$ cat src/wgst_pkg.sv
// Package: constants, field layout and types of the waveform gate select timer
package wgst_pkg;

  // ****************************************************************
  // Register map (byte offsets)
  // ****************************************************************
  localparam logic [7:0] WGST_OFS_SETUP0 = 8'h00;
  localparam logic [7:0] WGST_OFS_SETUP1 = 8'h04;
  localparam logic [7:0] WGST_OFS_SETUP2 = 8'h08;
  localparam logic [7:0] WGST_OFS_TCNT0 = 8'h0C;
  localparam logic [7:0] WGST_OFS_TCNT1 = 8'h10;
  localparam logic [7:0] WGST_OFS_TCNT2 = 8'h14;
  localparam logic [7:0] WGST_OFS_SHUTDOWN = 8'h18;
  localparam logic [7:0] WGST_OFS_RUNCTRL = 8'h1C;
  localparam logic [7:0] WGST_OFS_STATUS = 8'h20;

  // ****************************************************************
  // Setup register fields
  // ****************************************************************
  localparam int WGST_DIV_LSB = 0;
  localparam int WGST_MODE_LSB = 3;
  localparam int WGST_GATE_LSB = 6;
  localparam int WGST_PSEL_LSB = 8;
  localparam int WGST_REFL_LSB = 10;
  localparam int WGST_POL_LSB = 12;
  localparam logic [15:0] WGST_SETUP_MASK = 16'h3FFF;
  localparam logic [15:0] WGST_SETUP_RST = 16'h0000;
  localparam logic [15:0] WGST_TCNT_RST = 16'h0000;

  localparam logic [2:0] WGST_MODE_THRU = 3'h0;
  localparam logic [2:0] WGST_MODE_RTPULSE = 3'h1;
  localparam logic [2:0] WGST_MODE_TPULSE = 3'h2;
  localparam logic [2:0] WGST_MODE_RTDEAD = 3'h4;
  localparam logic [2:0] WGST_MODE_PDEAD = 3'h7;

  localparam logic [1:0] WGST_PSEL_U0 = 2'h0;
  localparam logic [1:0] WGST_PSEL_U2 = 2'h1;
  localparam logic [1:0] WGST_PSEL_U4 = 2'h2;

  localparam logic [1:0] WGST_POL_NONE = 2'h0;
  localparam logic [1:0] WGST_POL_BOTH = 2'h1;
  localparam logic [1:0] WGST_POL_OUT0 = 2'h2;
  localparam logic [1:0] WGST_POL_OUT1 = 2'h3;

  // ****************************************************************
  // Shutdown control and status fields
  // ****************************************************************
  localparam int WGST_SD_EN_BIT = 0;
  localparam int WGST_SD_NW_LSB = 1;
  localparam int WGST_SD_FORCE_BIT = 4;
  localparam logic [3:0] WGST_SD_RST = 4'h0;
  localparam int WGST_STAT_FLAG_BIT = 8;
  localparam logic [16:0] WGST_TCNT_FULL = 17'h10000;

  // ****************************************************************
  // Bus and types
  // ****************************************************************
  localparam logic [1:0] WGST_HRESP_OKAY = 2'h0;

  typedef enum logic [1:0] {
    WGST_T_IDLE = 2'b01,
    WGST_T_RUN = 2'b10
  } wgst_tstate_t;

  // Prescaler mask: divide by 2**code, codes above 6 act as 6
  function automatic logic [5:0] wgst_div_mask(input logic [2:0] code);
    logic [2:0] c;
    c = (code == 3'h7) ? 3'h6 : code;
    return 6'((7'h01 << c) - 7'h01);
  endfunction : wgst_div_mask

  // Noise filter width in cycles
  function automatic logic [5:0] wgst_nz_width(input logic [2:0] code);
    case (code)
      3'h0: return 6'h00;
      3'h1: return 6'h04;
      3'h2: return 6'h08;
      3'h3: return 6'h10;
      default: return 6'h20;
    endcase
  endfunction : wgst_nz_width

endpackage : wgst_pkg

$ cat src/wgst_wave_timer.sv
// Module: 16-bit down-counting waveform timer with prescaler and reload
`timescale 1ns/100ps
module wgst_wave_timer
  import wgst_pkg::*;
(
  input wire logic clk_sys,
  input wire logic srst,
  input wire logic [2:0] div_code,
  input wire logic [15:0] init_count,
  input wire logic start,
  input wire logic clear,
  input wire logic reload_en,
  output logic running,
  output logic expire
);

  wgst_tstate_t state_r, state_nxt;
  logic [16:0] cnt_r, cnt_nxt;
  logic [5:0] pre_r, pre_nxt;
  logic expire_r, expire_nxt;
  logic [16:0] load_val;
  logic tick;

  // ****************************************************************
  // Next state
  // ****************************************************************
  always_comb begin
    load_val = (init_count == 16'h0000) ? WGST_TCNT_FULL : {1'b0, init_count};
    tick = (pre_r & wgst_div_mask(div_code)) == wgst_div_mask(div_code);
    state_nxt = state_r;
    cnt_nxt = cnt_r;
    pre_nxt = pre_r + 6'h01;
    expire_nxt = 1'b0;
    if (clear) begin
      state_nxt = WGST_T_IDLE;
      cnt_nxt = 17'h00000;
      pre_nxt = 6'h00;
    end else if (start) begin
      state_nxt = WGST_T_RUN;
      cnt_nxt = load_val;
      pre_nxt = 6'h00;
    end else begin
      unique case (state_r)
        WGST_T_IDLE: begin
          pre_nxt = 6'h00;
        end
        WGST_T_RUN: begin
          if (tick) begin
            pre_nxt = 6'h00;
            if (cnt_r == 17'h00001) begin
              expire_nxt = 1'b1;
              if (reload_en) begin
                cnt_nxt = load_val;
              end else begin
                state_nxt = WGST_T_IDLE;
                cnt_nxt = 17'h00000;
              end
            end else begin
              cnt_nxt = cnt_r - 17'h00001;
            end
          end
        end
      endcase
    end
  end

  always_ff @(posedge clk_sys) begin
    if (srst) begin
      state_r <= WGST_T_IDLE;
      cnt_r <= 17'h00000;
      pre_r <= 6'h00;
      expire_r <= 1'b0;
    end else begin
      state_r <= state_nxt;
      cnt_r <= cnt_nxt;
      pre_r <= pre_nxt;
      expire_r <= expire_nxt;
    end
  end

  assign running = (state_r == WGST_T_RUN);
  assign expire = expire_r;

  // ****************************************************************
  // Assertions
  // ****************************************************************
  a_zero_full_count: assert property (@(posedge clk_sys) disable iff (srst)
    (start && !clear && init_count == 16'h0000) |=> (cnt_r == WGST_TCNT_FULL && running))
    else $error("zero initial count did not load full count");

  a_count_three_run: assert property (@(posedge clk_sys) disable iff (srst)
    (start && !clear && div_code == 3'h0 && init_count == 16'h0003 && !reload_en)
    ##1 (!start && !clear && !reload_en)[*3] |=> (!running && expire_r))
    else $error("count of three did not end after three cycles");

  a_expire_from_run: assert property (@(posedge clk_sys) disable iff (srst)
    expire_r |-> $past(running))
    else $error("expire without a running timer");

endmodule : wgst_wave_timer

$ cat src/wgst_top.sv
// Module: waveform gate select, output polarity and waveform timers behind AHB-Lite
// Function
// - Each waveform channel can drive its own pulse generator start trigger.
// - Each pulse unit trigger ORs the triggers of channels selecting it.
// - A pulse unit trigger selected by no channel stays low.
// - Select 00, 01, 10 picks pulse unit 0, 2, 4 for trigger and input.
// - Reflection field 00 keeps the pulse input off the waveform outputs, except in mode 111 where it is the dead-time source.
// - Pass-through mode with reflection forwards the pulse input unchanged.
// - Reflection field is ignored in modes 100 and 111.
// - Polarity: 00 none, 01 both inverted, 10 output 0, 11 output 1.
// - Polarity applies in every operation mode.
// - Setup bits 15:14 are reserved; writes ignored.
// - Timer initial count register; zero means 65536.
// - Run time equals count times count clock period.
// - Modes 010, 100, 111: load on start, count down, stop at end.
// - Timer gives flag time in timer-pulse mode, dead time in dead modes.
// - Modes 000, 001: timer runs as free reload timer.
// - Count register writable any time; new value used at next start or reload.
// - Count and shutdown registers take halfword or word writes only.
// - Shutdown control register governs the emergency stop flag.
// - Mode codes 000, 001, 010, 100, 111; others prohibited.
// - Pulse unit select 11 is prohibited.
// - Writing a different mode resets the timer count state.
// - Count clock is system clock divided by 1 to 64 by code.
`timescale 1ns/100ps
module wgst_top
  import wgst_pkg::*;
(
  input wire logic clk_sys,
  input wire logic srst,
  input wire logic hsel,
  input wire logic [31:0] haddr,
  input wire logic [1:0] htrans,
  input wire logic hwrite,
  input wire logic [2:0] hsize,
  input wire logic [31:0] hwdata,
  input wire logic hready,
  output logic hreadyout,
  output logic [1:0] hresp,
  output logic [31:0] hrdata,
  input wire logic [5:0] oc_rt_in,
  input wire logic pulse_unit0_output,
  input wire logic pulse_unit2_output,
  input wire logic pulse_unit4_output,
  input wire logic emergency_stop_input_n,
  output logic pulse_unit0_trigger,
  output logic pulse_unit2_trigger,
  output logic pulse_unit4_trigger,
  output logic [2:0] channel_start_trigger,
  output logic [5:0] waveform_output_pin,
  output logic [2:0] timer_reload_evt,
  output logic emergency_stop_flag
);

  // ****************************************************************
  // AHB-Lite slave
  // ****************************************************************
  logic acc;
  logic rd_pend_r, rd_pend_nxt;
  logic wr_pend_r, wr_pend_nxt;
  logic [7:0] ap_addr_r, ap_addr_nxt;
  logic [2:0] ap_size_r, ap_size_nxt;
  logic [1:0] ap_low_r, ap_low_nxt;
  logic [31:0] hrdata_r, hrdata_nxt;
  logic lane0, lane1, strict_ok;
  logic [15:0] rd16;

  logic [15:0] setup_r [3];
  logic [15:0] setup_nxt [3];
  logic [15:0] tcnt_r [3];
  logic [15:0] tcnt_nxt [3];
  logic [3:0] sd_r, sd_nxt;
  logic [2:0] runctl_r, runctl_nxt;
  logic [2:0] mode_clr_r, mode_clr_nxt;
  logic flag_r, flag_nxt;
  logic force_set, flag_clr;
  logic [2:0] t_run, t_exp;

  assign acc = hsel && htrans[1] && hready;
  assign hreadyout = !rd_pend_r;
  assign hresp = WGST_HRESP_OKAY;
  assign hrdata = hrdata_r;

  always_comb begin
    rd_pend_nxt = acc && !hwrite;
    wr_pend_nxt = acc && hwrite;
    ap_addr_nxt = acc ? haddr[7:0] : ap_addr_r;
    ap_size_nxt = acc ? hsize : ap_size_r;
    ap_low_nxt = acc ? haddr[1:0] : ap_low_r;
    ap_addr_nxt[1:0] = 2'h0;
    hrdata_nxt = hrdata_r;
    // Byte lanes of the low halfword
    lane0 = (ap_size_r == 3'h0) ? (ap_low_r == 2'h0) : !ap_low_r[1];
    lane1 = (ap_size_r == 3'h0) ? (ap_low_r == 2'h1) : !ap_low_r[1];
    strict_ok = (ap_size_r != 3'h0) && !ap_low_r[1];
    case (ap_addr_r)
      WGST_OFS_SETUP0: rd16 = setup_r[0] & WGST_SETUP_MASK;
      WGST_OFS_SETUP1: rd16 = setup_r[1] & WGST_SETUP_MASK;
      WGST_OFS_SETUP2: rd16 = setup_r[2] & WGST_SETUP_MASK;
      WGST_OFS_TCNT0: rd16 = tcnt_r[0];
      WGST_OFS_TCNT1: rd16 = tcnt_r[1];
      WGST_OFS_TCNT2: rd16 = tcnt_r[2];
      WGST_OFS_SHUTDOWN: rd16 = {12'h000, sd_r};
      WGST_OFS_RUNCTRL: rd16 = {13'h0000, runctl_r};
      WGST_OFS_STATUS: rd16 = {7'h00, flag_r, 5'h00, t_run};
      default: rd16 = 16'h0000;
    endcase
    if (rd_pend_r) begin
      hrdata_nxt = {16'h0000, rd16};
    end
  end

  // ****************************************************************
  // Register writes
  // ****************************************************************
  always_comb begin
    for (int c = 0; c < 3; c++) begin
      setup_nxt[c] = setup_r[c];
      tcnt_nxt[c] = tcnt_r[c];
    end
    sd_nxt = sd_r;
    runctl_nxt = runctl_r;
    mode_clr_nxt = 3'h0;
    force_set = 1'b0;
    flag_clr = 1'b0;
    if (wr_pend_r) begin
      for (int c = 0; c < 3; c++) begin
        if (ap_addr_r == WGST_OFS_SETUP0 + 8'(4 * c)) begin
          if (lane0) setup_nxt[c][7:0] = hwdata[7:0];
          if (lane1) setup_nxt[c][15:8] = {2'b00, hwdata[13:8]};
          mode_clr_nxt[c] = setup_nxt[c][WGST_MODE_LSB +: 3] !=
                            setup_r[c][WGST_MODE_LSB +: 3];
        end
        if (ap_addr_r == WGST_OFS_TCNT0 + 8'(4 * c) && strict_ok) begin
          tcnt_nxt[c] = hwdata[15:0];
        end
      end
      if (ap_addr_r == WGST_OFS_SHUTDOWN && strict_ok) begin
        sd_nxt = hwdata[3:0];
        force_set = hwdata[WGST_SD_FORCE_BIT];
      end
      if (ap_addr_r == WGST_OFS_RUNCTRL && lane0) begin
        runctl_nxt = hwdata[2:0];
      end
      if (ap_addr_r == WGST_OFS_STATUS && lane1) begin
        flag_clr = hwdata[WGST_STAT_FLAG_BIT];
      end
    end
  end

  always_ff @(posedge clk_sys) begin
    if (srst) begin
      rd_pend_r <= 1'b0;
      wr_pend_r <= 1'b0;
      ap_addr_r <= 8'h00;
      ap_size_r <= 3'h0;
      ap_low_r <= 2'h0;
      hrdata_r <= 32'h0000_0000;
      for (int c = 0; c < 3; c++) begin
        setup_r[c] <= WGST_SETUP_RST;
        tcnt_r[c] <= WGST_TCNT_RST;
      end
      sd_r <= WGST_SD_RST;
      runctl_r <= 3'h0;
      mode_clr_r <= 3'h0;
    end else begin
      rd_pend_r <= rd_pend_nxt;
      wr_pend_r <= wr_pend_nxt;
      ap_addr_r <= ap_addr_nxt;
      ap_size_r <= ap_size_nxt;
      ap_low_r <= ap_low_nxt;
      hrdata_r <= hrdata_nxt;
      for (int c = 0; c < 3; c++) begin
        setup_r[c] <= setup_nxt[c];
        tcnt_r[c] <= tcnt_nxt[c];
      end
      sd_r <= sd_nxt;
      runctl_r <= runctl_nxt;
      mode_clr_r <= mode_clr_nxt;
    end
  end

  // ****************************************************************
  // Waveform channels, gate routing and polarity
  // ****************************************************************
  logic [2:0] gate_r, gate_nxt;
  logic [2:0] prev_r, prev_nxt;
  logic [5:0] wave_r, wave_nxt;
  logic [2:0] t_start, t_reload, ch_pulse;
  logic [2:0] mode [3];
  logic [1:0] psel [3];

  always_comb begin
    for (int c = 0; c < 3; c++) begin
      mode[c] = setup_r[c][WGST_MODE_LSB +: 3];
      psel[c] = setup_r[c][WGST_PSEL_LSB +: 2];
    end
    // Pulse unit triggers and pulse inputs follow the selects directly
    pulse_unit0_trigger = 1'b0;
    pulse_unit2_trigger = 1'b0;
    pulse_unit4_trigger = 1'b0;
    for (int c = 0; c < 3; c++) begin
      pulse_unit0_trigger |= gate_r[c] && psel[c] == WGST_PSEL_U0;
      pulse_unit2_trigger |= gate_r[c] && psel[c] == WGST_PSEL_U2;
      pulse_unit4_trigger |= gate_r[c] && psel[c] == WGST_PSEL_U4;
      case (psel[c])
        WGST_PSEL_U0: ch_pulse[c] = pulse_unit0_output;
        WGST_PSEL_U2: ch_pulse[c] = pulse_unit2_output;
        WGST_PSEL_U4: ch_pulse[c] = pulse_unit4_output;
        default: ch_pulse[c] = 1'b0;
      endcase
    end
  end

  always_comb begin
    logic rt0, rt1, refl, gten, src, w0, w1;
    rt0 = 1'b0;
    rt1 = 1'b0;
    refl = 1'b0;
    gten = 1'b0;
    src = 1'b0;
    w0 = 1'b0;
    w1 = 1'b0;
    gate_nxt = 3'h0;
    prev_nxt = prev_r;
    wave_nxt = wave_r;
    t_start = 3'h0;
    t_reload = 3'h0;
    for (int c = 0; c < 3; c++) begin
      rt0 = oc_rt_in[2 * c];
      rt1 = oc_rt_in[2 * c + 1];
      gten = setup_r[c][WGST_GATE_LSB +: 2] != 2'h0;
      refl = setup_r[c][WGST_REFL_LSB +: 2] != 2'h0;
      src = (mode[c] == WGST_MODE_PDEAD) ? ch_pulse[c] : rt0;
      prev_nxt[c] = src;
      case (mode[c])
        WGST_MODE_THRU, WGST_MODE_RTPULSE: begin
          t_reload[c] = 1'b1;
          t_start[c] = runctl_r[c] && !t_run[c];
          if (mode[c] == WGST_MODE_THRU) begin
            w0 = refl ? ch_pulse[c] : rt0;
            w1 = refl ? ch_pulse[c] : rt1;
          end else begin
            w0 = refl ? (rt0 && ch_pulse[c]) : rt0;
            w1 = refl ? (rt1 && ch_pulse[c]) : rt1;
            gate_nxt[c] = gten && (rt0 || rt1);
          end
        end
        WGST_MODE_TPULSE: begin
          t_start[c] = src && !prev_r[c];
          w0 = refl ? (t_run[c] && ch_pulse[c]) : t_run[c];
          w1 = rt1;
          gate_nxt[c] = gten && t_run[c];
        end
        WGST_MODE_RTDEAD, WGST_MODE_PDEAD: begin
          // Reflection field has no say here; the dead time separates the pair
          t_start[c] = src != prev_r[c];
          w0 = src && !t_run[c] && !t_start[c];
          w1 = !src && !t_run[c] && !t_start[c];
          gate_nxt[c] = gten && mode[c] == WGST_MODE_PDEAD && rt0;
        end
        default: begin
          w0 = 1'b0;
          w1 = 1'b0;
        end
      endcase
      case (setup_r[c][WGST_POL_LSB +: 2])
        WGST_POL_NONE: wave_nxt[2 * c +: 2] = {w1, w0};
        WGST_POL_BOTH: wave_nxt[2 * c +: 2] = {!w1, !w0};
        WGST_POL_OUT0: wave_nxt[2 * c +: 2] = {w1, !w0};
        default: wave_nxt[2 * c +: 2] = {!w1, w0};
      endcase
    end
  end

  always_ff @(posedge clk_sys) begin
    if (srst) begin
      gate_r <= 3'h0;
      prev_r <= 3'h0;
      wave_r <= 6'h00;
    end else begin
      gate_r <= gate_nxt;
      prev_r <= prev_nxt;
      wave_r <= wave_nxt;
    end
  end

  assign channel_start_trigger = gate_r;
  assign waveform_output_pin = wave_r;
  assign timer_reload_evt = t_exp & t_reload;

  for (genvar g = 0; g < 3; g++) begin : g_tmr
    wgst_wave_timer u_tmr (
      .clk_sys(clk_sys),
      .srst(srst),
      .div_code(setup_r[g][WGST_DIV_LSB +: 3]),
      .init_count(tcnt_r[g]),
      .start(t_start[g]),
      .clear(mode_clr_r[g] || (t_reload[g] && !runctl_r[g])),
      .reload_en(t_reload[g]),
      .running(t_run[g]),
      .expire(t_exp[g])
    );
  end

  // ****************************************************************
  // Emergency stop input filter and flag
  // ****************************************************************
  logic [2:0] es_sync_r;
  logic [5:0] nz_cnt_r, nz_cnt_nxt;
  logic es_low, es_hit;

  always_comb begin
    es_low = !es_sync_r[1] && !es_sync_r[2];
    nz_cnt_nxt = es_low ? ((nz_cnt_r == 6'h3F) ? nz_cnt_r : nz_cnt_r + 6'h01) : 6'h00;
    es_hit = es_low && (7'(nz_cnt_r) + 7'h01 >= 7'(wgst_nz_width(sd_r[WGST_SD_NW_LSB +: 3])));
    flag_nxt = flag_r && !flag_clr;
    if ((sd_r[WGST_SD_EN_BIT] && es_hit) || force_set) begin
      flag_nxt = 1'b1;
    end
  end

  always_ff @(posedge clk_sys) begin
    if (srst) begin
      es_sync_r <= 3'h7;
      nz_cnt_r <= 6'h00;
      flag_r <= 1'b0;
    end else begin
      es_sync_r <= {es_sync_r[1:0], emergency_stop_input_n};
      nz_cnt_r <= nz_cnt_nxt;
      flag_r <= flag_nxt;
    end
  end

  assign emergency_stop_flag = flag_r;

  // ****************************************************************
  // Assertions
  // ****************************************************************
  a_gate_unit0_or: assert property (@(posedge clk_sys) disable iff (srst)
    (gate_r[1] && psel[1] == WGST_PSEL_U0) |-> pulse_unit0_trigger)
    else $error("selected channel trigger missing on unit 0");

  a_gate_unsel_low: assert property (@(posedge clk_sys) disable iff (srst)
    (psel[0] != WGST_PSEL_U2 && psel[1] != WGST_PSEL_U2 && psel[2] != WGST_PSEL_U2)
    |-> !pulse_unit2_trigger)
    else $error("unselected unit 2 trigger not low");

  a_thru_forward: assert property (@(posedge clk_sys) disable iff (srst)
    (mode[1] == WGST_MODE_THRU && setup_r[1][WGST_REFL_LSB +: 2] != 2'h0 &&
     setup_r[1][WGST_POL_LSB +: 2] == WGST_POL_NONE && psel[1] == WGST_PSEL_U2)
    |=> waveform_output_pin[2] == $past(pulse_unit2_output))
    else $error("pass-through pulse not forwarded");

  a_pol_invert_both: assert property (@(posedge clk_sys) disable iff (srst)
    (mode[0] == WGST_MODE_THRU && setup_r[0][WGST_REFL_LSB +: 2] == 2'h0 &&
     setup_r[0][WGST_POL_LSB +: 2] == WGST_POL_BOTH)
    |=> waveform_output_pin[1:0] == ~$past(oc_rt_in[1:0]))
    else $error("both outputs not inverted");

  a_reserved_read_zero: assert property (@(posedge clk_sys) disable iff (srst)
    (rd_pend_r && ap_addr_r == WGST_OFS_SETUP2) |=> (hrdata[15:14] == 2'b00 && hreadyout))
    else $error("reserved setup bits read nonzero");

  a_mode_change_stop: assert property (@(posedge clk_sys) disable iff (srst)
    mode_clr_nxt[0] |=> ##1 !t_run[0])
    else $error("mode change did not stop timer");

  a_byte_count_ignored: assert property (@(posedge clk_sys) disable iff (srst)
    (wr_pend_r && ap_addr_r == WGST_OFS_TCNT1 && ap_size_r == 3'h0) |=> $stable(tcnt_r[1]))
    else $error("byte write changed count register");

  a_flag_set_wins: assert property (@(posedge clk_sys) disable iff (srst)
    (sd_r[WGST_SD_EN_BIT] && es_hit && flag_clr) |=> emergency_stop_flag)
    else $error("flag clear beat a set");

  c_gate_to_unit4: cover property (@(posedge clk_sys) disable iff (srst) pulse_unit4_trigger);
  c_reload_event: cover property (@(posedge clk_sys) disable iff (srst) |timer_reload_evt);
  c_stop_flag: cover property (@(posedge clk_sys) disable iff (srst) $rose(emergency_stop_flag));
  c_dead_start: cover property (@(posedge clk_sys) disable iff (srst) t_start[0] && !t_reload[0]);

endmodule : wgst_top

$ cat config.mk
export PLATFORM = sky130hd
export DESIGN_NAME = wgst_top
export DESIGN_NICKNAME = d
export VERILOG_FILES = /design/src/wgst_pkg.sv /design/src/wgst_wave_timer.sv /design/src/wgst_top.sv
export SDC_FILE = /design/constraint.sdc
export NUM_CORES = 1
export LEC_CHECK = 0
export BUFFER_PORTS_ARGS = -buffer_cell sky130_fd_sc_hd__clkbuf_2
export CAP_MARGIN = 15
export CORE_ASPECT_RATIO = 1.5
export CORE_UTILIZATION = 40
export CTS_CLUSTER_DIAMETER = 60
export DETAILED_ROUTE_END_ITERATION = 12
export GPL_TIMING_DRIVEN = 0
export PLACE_DENSITY = 0.7
export SLEW_MARGIN = 20
export SYNTH_ARGS = -nofsm -noshare
export SYNTH_HDL_FRONTEND = slang
export SYNTH_SLANG_ARGS = --single-unit
$ cat constraint.sdc
create_clock -name clk_sys -period 4.6 [get_ports clk_sys]
set_clock_uncertainty 0.15 [all_clocks]
set_input_delay 0.92 -clock clk_sys [delete_from_list [all_inputs] [get_ports clk_sys]]
set_output_delay 0.92 -clock clk_sys [all_outputs]
set_load 0.02 [all_outputs]
# After elaboration in Yosys (flattened, before gate mapping)
# Memory sizes are Yosys's and may differ from the RTL's.
# Index checks and enable logic that the tools add are counted.
totals:
  wordCells: 425
  out_inout_bits: 51
  in_bits: 84
  mem_bits_rw: 96
  ff_bits: 141
  memories: 2
memory_table:
  columns: ["name", "depth", "width", "rd", "rd_clocked_by_memory_dff", "write_ports", "line_no", "source"]
  rows:
  - ["setup_r", 3, 16, 3, 0, 3, "wgst_top.sv:68", "logic [15:0] setup_r [3];"]
  - ["tcnt_r", 3, 16, 3, 0, 3, "wgst_top.sv:70", "logic [15:0] tcnt_r [3];"]
classes:
  mux: 131
  eq_ne: 61
  n_shift: 3
  n_addsub: 11
  magnitude_cmp: 1
  reduce_logical: 159
  bitwise_logic: 27
op_table:
  columns: ["op", "n"]
  rows:
  - ["2-to-1 mux 17 bit", 18]
  - ["2-to-1 mux 16 bit", 12]
  - ["case mux 16 bit (9 select lines)", 1]
  - ["2-to-1 mux 48 bit", 2]
  - ["2-to-1 mux 8 bit", 12]
  - ["logical AND 1 bit", 66]
  - ["== test 17 x 1 -> 1 bit, second input constant", 3]
  - ["subtractor 17 x 1 -> 17 bit, second input constant", 3]
  - ["logical NOT 16 bit", 3]
  - ["case mux 1 bit (3 select lines)", 15]
  - ["2-to-1 mux 1 bit", 43]
  - ["case mux 6 bit (2 select lines)", 3]
  - ["== test 8 x 5 -> 1 bit, second input constant", 4]
  - ["2-to-1 mux 2 bit", 15]
  - ["nonzero test 2 bit", 15]
  - ["== test 3 bit, second input constant", 9]
  - ["logical NOT 1 bit", 27]
  - ["adder 6 x 1 -> 6 bit, second input constant", 4]
  - ["case mux 6 bit (4 select lines)", 1]
  - ["== test 2 x 1 -> 1 bit, second input constant", 10]
  - ["OR reduction 2 bit", 10]
  - ["bitwise AND 6 bit", 3]
  - ["== test 2 bit, second input constant", 9]
  - ["== test 6 bit", 3]
  - ["other kinds (28)", 102]

# Logic depth before layout (Yosys ltp)
# Gate-level depths: netlist (run 1).
# An unclocked memory read counts as a cell.
depth:
  depth_word: 10
  mapped_depth: 13
  depth_no_buf: 11

# Hierarchy
# Synthesis (run 1) repeated with hierarchy kept, for this count alone.
hier_totals:
  hier_cells: 1493
  area_unflattened_um2: 12395.6
modules_own_cells:
  columns: ["mod", "instances", "area_each_um2", "seq_area_each_um2", "cells_each"]
  rows:
  - ["wgst_top", 1, 7507.2, 3022.9, 874]
  - ["wgst_wave_timer at g_tmr[0].u_tmr ...", 2, 1596.5, 520.5, 208]
  - ["wgst_wave_timer at g_tmr[2].u_tmr", 1, 1695.4, 520.5, 203]

# Least setup slack after synthesis (run 1)
# Ideal clock, no wire load.
synth_path:
  path_kind: "input to register"
  startpoint: "input port pulse_unit4_output"
  endpoint: "register g_tmr[0].u_tmr.cnt_r[16]"
  path_stages: 12
  t_required_ns: 4.327
  setup_time_ns: 0.123
  path_slack_ns: 1.109
  arrival_time_ns: 3.218
  n_path_buf: 1
  cell_sequence: "mux2i_1 o211ai_1 nand2_1 inv_1 ha_1 or3b_2 a21oi_1 a311o_1 nor2_1 buf_1 a221oi_1 nor2_1"
synth_between:
  elab_chain_len: 6
  elab_cells_between_ends: 9
  cone_classes: "1 x eq/ne; 4 x mux; 4 x reduce/logical"
synth_rtl:
  columns: ["item", "line_no", "source"]
  rows:
  - ["start, declared", "wgst_top.sv:44", "input wire logic pulse_unit4_output,"]
  - ["case mux 1 bit (3 select lines) (*)", "wgst_top.sv:206", "case (psel[c])"]
  - ["2-to-1 mux 1 bit (*)", "wgst_top.sv:234", "src = (mode[c] == WGST_MODE_PDEAD) ? ch_pulse[c] : rt0;"]
  - ["named net prev_nxt[0]", "wgst_top.sv:187", "logic [2:0] prev_r, prev_nxt;"]
  - ["!= test 1 bit or logical AND 1 bit (tied branches)", "wgst_top.sv:257, wgst_top.sv:250", null]
  - ["case mux 1 bit (3 select lines) (*)", "wgst_top.sv:236", "case (mode[c])"]
  - ["nonzero test 2 bit (no source line)", null, null]
  - ["AND reduction 2 bit (no source line)", null, null]
  - ["end signal, assigned", "wgst_wave_timer.sv:75", "cnt_r <= cnt_nxt;"]
  - ["end, declared", "wgst_wave_timer.sv:18", "logic [16:0] cnt_r, cnt_nxt;"]
# The timed path passes the listed nets; every way through them passes the cells marked *.
# A chain may end at the register's enable or synchronous reset.

==> out/qor.csv, run 1 <==
metric,value,unit
outcome,"complete, no violations",
place_area,12900,um2
port_buffers,68,
cp-end-kind,flop,
drtAntennaViolNets,0,
async_reset_ff_share,0,%
holdPathStages,1,
grt_max_degree,15,
period_minus_slack,3.87,ns
cts_sinks,229,
start_util,40.6,%
utilization,46.2,%
start_kind,flop,
r2r_cells,13,
die_area,30600,um2
fp-row-count,77,
dp_hpwl,30.6,mm
leakagePower,4.89,nW
grt_usage,26.5,%
setup_tns,0,ns
path_class,reg -> reg,
diodes,0,
setup_violations,0,
drtIter0Drc,1047,
die_w,143,um
route.detailed.drc,0,
worst_pin_slew,0.944,ns
syn_area_per_cell,8.23,um2
peakVddDrop,0.282,mV
grt_overflow,0,
cp.arrival,4.14,ns
area_growth_syn_to_layout,13.9,%
hold_path_class,reg -> reg,
hold_viol_final,0,
htree_levels,1,
wire_per_inst,20.3,um
powerDensity,304,nW/um2
layout-drive-gt1-share,12.8,%
routed_wl,40.2,mm
hold_start,es_sync_r[0],
synth_area,12000,um2
maxCapViolCount,0,
synth_top_flop_cell,dfxtp_1,
avgViaCountPerCell,5.83,
netlist.area_leader.share,38.3,%
post-route-period-util,84.1,%
rsz0062_at_grt,no,
nNetsFinal,1665,
slew_headroom,37.0,%
die_y,214,um
syn_inst,1454,
postLayoutCellArea,13600,um2
total_power,4.15,mW
cts_buffers,23,
vias,11500,
dp_cells,1934,
pin_count,135,
clkLatencyLatePin,0.53,ns
grt_pass1_wl,61.9,mm
hold_buffers,0,
drv_slew,0,
synth-seq-cells,229,
yosysWarningCount,0,
grt_pass1_vias,11000,
crit_fanout,10,
worstSetupStartpoint,setup_r[0][3],
cp.required,4.87,ns
synth.area.top_cells,"dfxtp_1 (38%), nand2_1 (6.7%), nor2_1 (4.8%), a21oi_1 (4.3%), mux2i_1 (3.5%)",
cts_buffer_depth,3,
gp_routability_congestion,1.03,
core_area,29500,um2
ys_seq_area_share,38.3,%
max_freq,259,MHz
cts_tree,built,
dr.pass1.iters,5,
clockRootBuffer,clkbuf_16,
cts.clk_slew.worst_paths,0.07,ns
synth_top_cell_by_area,dfxtp_1,
post_cts_buffers,0,
finalNonFillerCells,1975,
yosysUniqueCellTypes,82,
antenna_found_initial,0,
post_cts_resized,0,
synth_edf_count,0,
timing.rr.start,setup_r[0][3],
==> state kept, by name, indices dropped and copies added (netlist names), 4 cells and up <==
name                 cells
g_tmr.u_tmr.cnt_r       51
tcnt_r                  48
setup_r                 42
g_tmr.u_tmr.pre_r       18
hrdata                  16
ap_addr_r                6
g_tmr.u_tmr.state_r      6
nz_cnt_r                 6
waveform_output_pin      6
sd_r                     4
==> layout make-up <==
cell class                 instances  area [um2]
tap                              395         494
clock inverter                     9         101
inverter                          30         113
buffer                           101         482
sequential                       229        4580
timing repair buffer              68         340
fill                            2934       15900
clock buffer                      32         659
multi-input combinational       1111        6850
==> cells in the mapped netlist, types with 5 or more instances <==
| cell type | instances |
|---|---|
| nand2b_1 | 11 |
| a21oi_1 | 102 |
| mux2i_1 | 42 |
| xnor2_1 | 38 |
| a22oi_1 | 26 |
| and2_1 | 9 |
| nor4_2 | 5 |
| inv_1 | 30 |
| o21a_1 | 5 |
| o211ai_1 | 8 |
| buf_1 | 7 |
| nor4_1 | 22 |
| nand4_1 | 11 |
| a221oi_1 | 14 |
| buf_2 | 10 |
| dfxtp_1 | 229 |
| a31oi_1 | 10 |
| nor3_1 | 52 |
| or2_2 | 8 |
| and3_1 | 14 |
| nor2_1 | 154 |
| nand3_1 | 42 |
| a311o_1 | 5 |
| o31ai_1 | 15 |
| clkbuf_1 | 62 |
| nand3b_1 | 13 |
| o21ai_0 | 63 |
| o21ai_1 | 8 |
| mux4_2 | 13 |
| a211oi_1 | 16 |
| a22o_1 | 21 |
| xor2_1 | 23 |
| nor2b_1 | 13 |
| nor2_2 | 5 |
| ha_1 | 17 |
| a221oi_2 | 7 |
| nand2_1 | 214 |
| buf_4 | 19 |
| mux2_2 | 5 |
| or3_1 | 8 |
==> power by group <==
group | switching, mW | internal [mW] | total, mW
Clock | 0.822 | 1.11 | 1.94
Combinational | 0.148 | 0.0599 | 0.208
Sequential | 0.00851 | 1.99 | 2.00
==> critical path: stages, from the launching register on <==
cell,delay (ns)
dfxtp_1,0.36
clkbuf_1,0.44
and3_1,0.24
o211ai_1,0.13
nand2_1,0.16
inv_1,0.06
ha_1,0.31
or3b_2,0.45
a21oi_1,0.22
a311o_1,0.35
nor2_1,0.18
buf_1,0.34
a221oi_1,0.30
nor2_1,0.08
==> layer usage <==
metal / vias up / part of all wire [%] / track usage [%]
met5: - / 0 / 0
met4: 0 / 8.1 / 19.7
met3: 171 / 7.5 / 3.75
met2: 515 / 48 / 46.4
met1: 5428 / 37 / 29.0
li1: 5409 / - / -
==> logic make-up after synthesis <==
logic type	share of synthesized area [%]
AND/OR/NAND/NOR	25.1
AO/OA/AOI/OAI	18.9
flip-flops	38.3
buffers and inverters	4.97
XOR/XNOR	4.46
multiplexers	6.43
adder cells (fa/ha/maj)	1.78
other	0.0313
==> worst paths after layout <==
path	endpoint	slack, ns
worst max-delay path	g_tmr[0].u_tmr.cnt_r[16]	0.73
worst min-delay path	es_sync_r[1]	0.28
worst max register to register	g_tmr[0].u_tmr.cnt_r[16]	0.73
worst min register to register	es_sync_r[1]	0.28
==> through the flow <==
| step | worst slack, ns | hold WS (ns) |
|---|---|---|
| 6_report | 0.733 | 0.280 |
| 5_1_grt | 0.515 | 0.293 |
| 2_1_floorplan | 1.11 | 0.239 |
| 3_5_place_dp | 0.425 | 0.268 |
| 4_1_cts | 0.785 | 0.282 |
| 3_3_place_gp | 0.476 | 0.246 |
==> layout by cell type (no fill, tap or decap), drive strengths merged, types with 5 or more instances in the layout <==
master / Yosys / routed
nand2: 214 / 214
clkinv: 0 / 5
a31oi: 10 / 10
nor3: 55 / 55
or2: 9 / 9
a311oi: 6 / 6
and2: 10 / 10
dfxtp: 229 / 229
o21a: 5 / 5
ha: 17 / 17
nand4: 11 / 11
and3: 14 / 14
o31ai: 17 / 17
a22oi: 26 / 26
nor2: 159 / 159
clkbuf: 63 / 163
xnor2: 38 / 38
mux2i: 42 / 42
nand3: 43 / 43
a311o: 5 / 5
inv: 30 / 31
xor2: 23 / 23
nor4b: 6 / 6
or4: 7 / 7
nand2b: 11 / 11
buf: 38 / 38
a221oi: 21 / 21
o21ai: 71 / 71
or3: 8 / 8
nor2b: 13 / 13
mux2: 5 / 5
nand3b: 13 / 13
o211ai: 8 / 8
nor4: 28 / 28
a21oi: 102 / 102
mux4: 13 / 13
a22o: 21 / 21
a211oi: 16 / 16
conb: 1 / 18
No activity file was read; power rests on OpenSTA's default activity.
==> inputs of run 2 (changes only) <==
Settings changed: ABC_AREA set to 1.
Clock period 4.6 ns to 4 ns, I/O delays scaled along.
==> out/qor.csv, run 2 <==
metric,value,unit
start_kind,flop,
holdWs,0.261,ns
vias,13300,
hold_buffers,0,
met3_usage,3.97,%
top_register,g_tmr.u_tmr.cnt_r,
start_util,40.9,%
cts.clk_slew.worst_paths,0.06,ns
largest_reg_flops,51,
powerDensity,357,nW/um2
antenna_found_initial,0,
synth_top_cell_by_area,dfxtp_1,
outcome,"complete, no violations",
hold_path_class,reg -> reg,
r2r_cells,15,
grt_use_met1,30.9,%
gp_routability_congestion,1.06,
avgViaCountPerCell,5.44,
grt_usage,26.4,%
syn_area_per_cell,6.55,um2
synth-seq-cells,229,
cts_buffer_depth,3,
synth_edf_count,0,
leakagePower,6.25,nW
clkLatencyLatePin,0.54,ns
hold_start,es_sync_r[0],
netlist.area_leader.share,36.8,%
path_class,reg -> out,
area_growth_syn_to_layout,14.6,%
synth_top_flop_cell,dfxtp_1,
cts_buffers,25,
nNetsFinal,2120,
diodes,0,
cp.arrival,2.15,ns
pin_count,135,
peakVddDrop,0.332,mV
async_reset_ff_share,0,%
routed_wl,42.7,mm
timing.rr.start,setup_r[0][9],
grt_max_degree,14,
clockRootBuffer,clkbuf_16,
drtIter0Drc,1308,
route.detailed.drc,0,
ys_seq_area_share,36.8,%
post_cts_resized,0,
post-route-period-util,77.4,%
synth.area.top_cells,"dfxtp_1 (37%), nand2_1 (12%), o21ai_0 (8.8%), nor2_1 (8.0%), a21oi_1 (6.8%)",
postLayoutCellArea,14300,um2
layout_common_cells,"nand2_1 (409), nor2_1 (264), dfxtp_1 (229), o21ai_0 (218), inv_1 (190)",
cp-end-kind,output pin,
grt_pass1_wl,65.5,mm
fp-row-count,78,
dp_hpwl,32.8,mm
core_area,30400,um2
maxCapViolCount,0,
grt_pass1_vias,12500,
worst_pin_slew,0.959,ns
final_common_cell,nand2_1,
synthTopCellsByCount,"nand2_1 (409), nor2_1 (264), dfxtp_1 (229), o21ai_0 (218), inv_1 (190)",
max_freq,323,MHz
wire_per_inst,17.5,um
yosysWarningCount,0,
die_area,31900,um2
r2r-end,g_tmr[0].u_tmr.cnt_r[16],
grt_use_met2,44.9,%
period_minus_slack,3.10,ns
total_power,5.09,mW
yosysUniqueCellTypes,45,
rsz0062_at_grt,no,
dr.pass1.iters,6,
post_cts_buffers,0,
setup_tns,0,ns
worstSetupStartpoint,rd_pend_r,
htree_levels,1,
slew_headroom,36.1,%
hold_end,es_sync_r[1],
cts_tree,built,
holdPathStages,1,
syn_inst,1900,
yosysMostFrequentCell,nand2_1,
grt_overflow,0,
port_buffers,75,
die_w,146,um
synth_area,12500,um2
rrSetupSlack,1.20,ns
die_y,218,um
reg.largest.list,"g_tmr.u_tmr.cnt_r (51), tcnt_r (48), setup_r (42)",
crit_fanout,10,
hold_viol_final,0,
layout-drive-gt1-share,11.3,%
drtAntennaViolNets,0,
cp.required,3.05,ns
cts_sinks,229,
drv_slew,0,
place_area,13400,um2
grt.busiest_layer,met2,
setup_violations,0,
==> run 2: cell types whose count changed after synthesis, moves of 16 or more <==
cell / before / now
a211oi_1: 16 / 0
a22o_1: 21 / 0
a22oi_1: 26 / 8
nand3_1: 42 / 128
nand2_1: 214 / 409
nor3_1: 52 / 21
inv_1: 30 / 190
a21oi_1: 102 / 169
clkbuf_1: 62 / 21
nor2_1: 154 / 264
xnor2_1: 38 / 14
o21ai_0: 63 / 218
mux2i_1: 42 / 0
==> run 2: power by group <==
group	internal (mW)	leakage, nW	total [mW]	switching [mW]
Combinational	0.0799	3.97	0.295	0.215
Clock	1.51	0.433	2.49	0.982
Sequential	2.30	1.85	2.30	0.00931
Total	3.88	6.25	5.09	1.21
==> run 2: per-layer routing <==
layer	wire [um]	vias up	part of all wire, %
met5	0	-	0
met4	2900	0	6.8
met3	3420	187	8.0
met2	19700	653	46
met1	16700	6016	39
li1	-	6405	-
==> run 2: final cells by class <==
| class | instances | area [um2] |
|---|---|---|
| sequential | 229 | 4580 |
| inverter | 205 | 769 |
| multi-input combinational | 1407 | 6730 |
| buffer | 76 | 435 |
| fill | 3218 | 16200 |
| tap | 400 | 500 |
| timing repair buffer | 75 | 375 |
| clock inverter | 11 | 168 |
| clock buffer | 35 | 713 |
==> run 2: logic make-up (layout without fill, tap and decap cells) <==
logic type	Yosys count	after routing	share of synthesized area [%]
buffers and inverters	281	402	9.67
flip-flops	229	229	36.8
adder cells (fa/ha/maj)	17	17	1.71
AND/OR/NAND/NOR	915	915	31.8
XOR/XNOR	36	36	2.53
other	1	18	0.0301
AO/OA/AOI/OAI	421	421	17.5
==> run 2: worst max-delay path, stage by stage, from the launching register on <==
cell	delay (ns)
dfxtp_1	0.39
clkbuf_1	0.39
clkinv_1	0.32
clkbuf_1	0.29
clkbuf_2	0.21
==> run 2: worst max path at each step <==
stage	to	cells after the start
floorplan	g_tmr[1].u_tmr.cnt_r[7]	13
global placement	g_tmr[0].u_tmr.cnt_r[16]	14
detailed placement	g_tmr[1].u_tmr.cnt_r[1]	12
CTS	hreadyout	4
global route	hreadyout	4
finish	hreadyout	4
==> run 2: through the flow <==
stage	setup slack [ns]	instances	util, %
global route	0.815	2438	46.9
global placement	0.942	2392	44.0
CTS	0.918	2438	46.9
floorplan	1.53	1917	-
detailed placement	0.923	2392	44.0
finish	0.904	2438	46.9
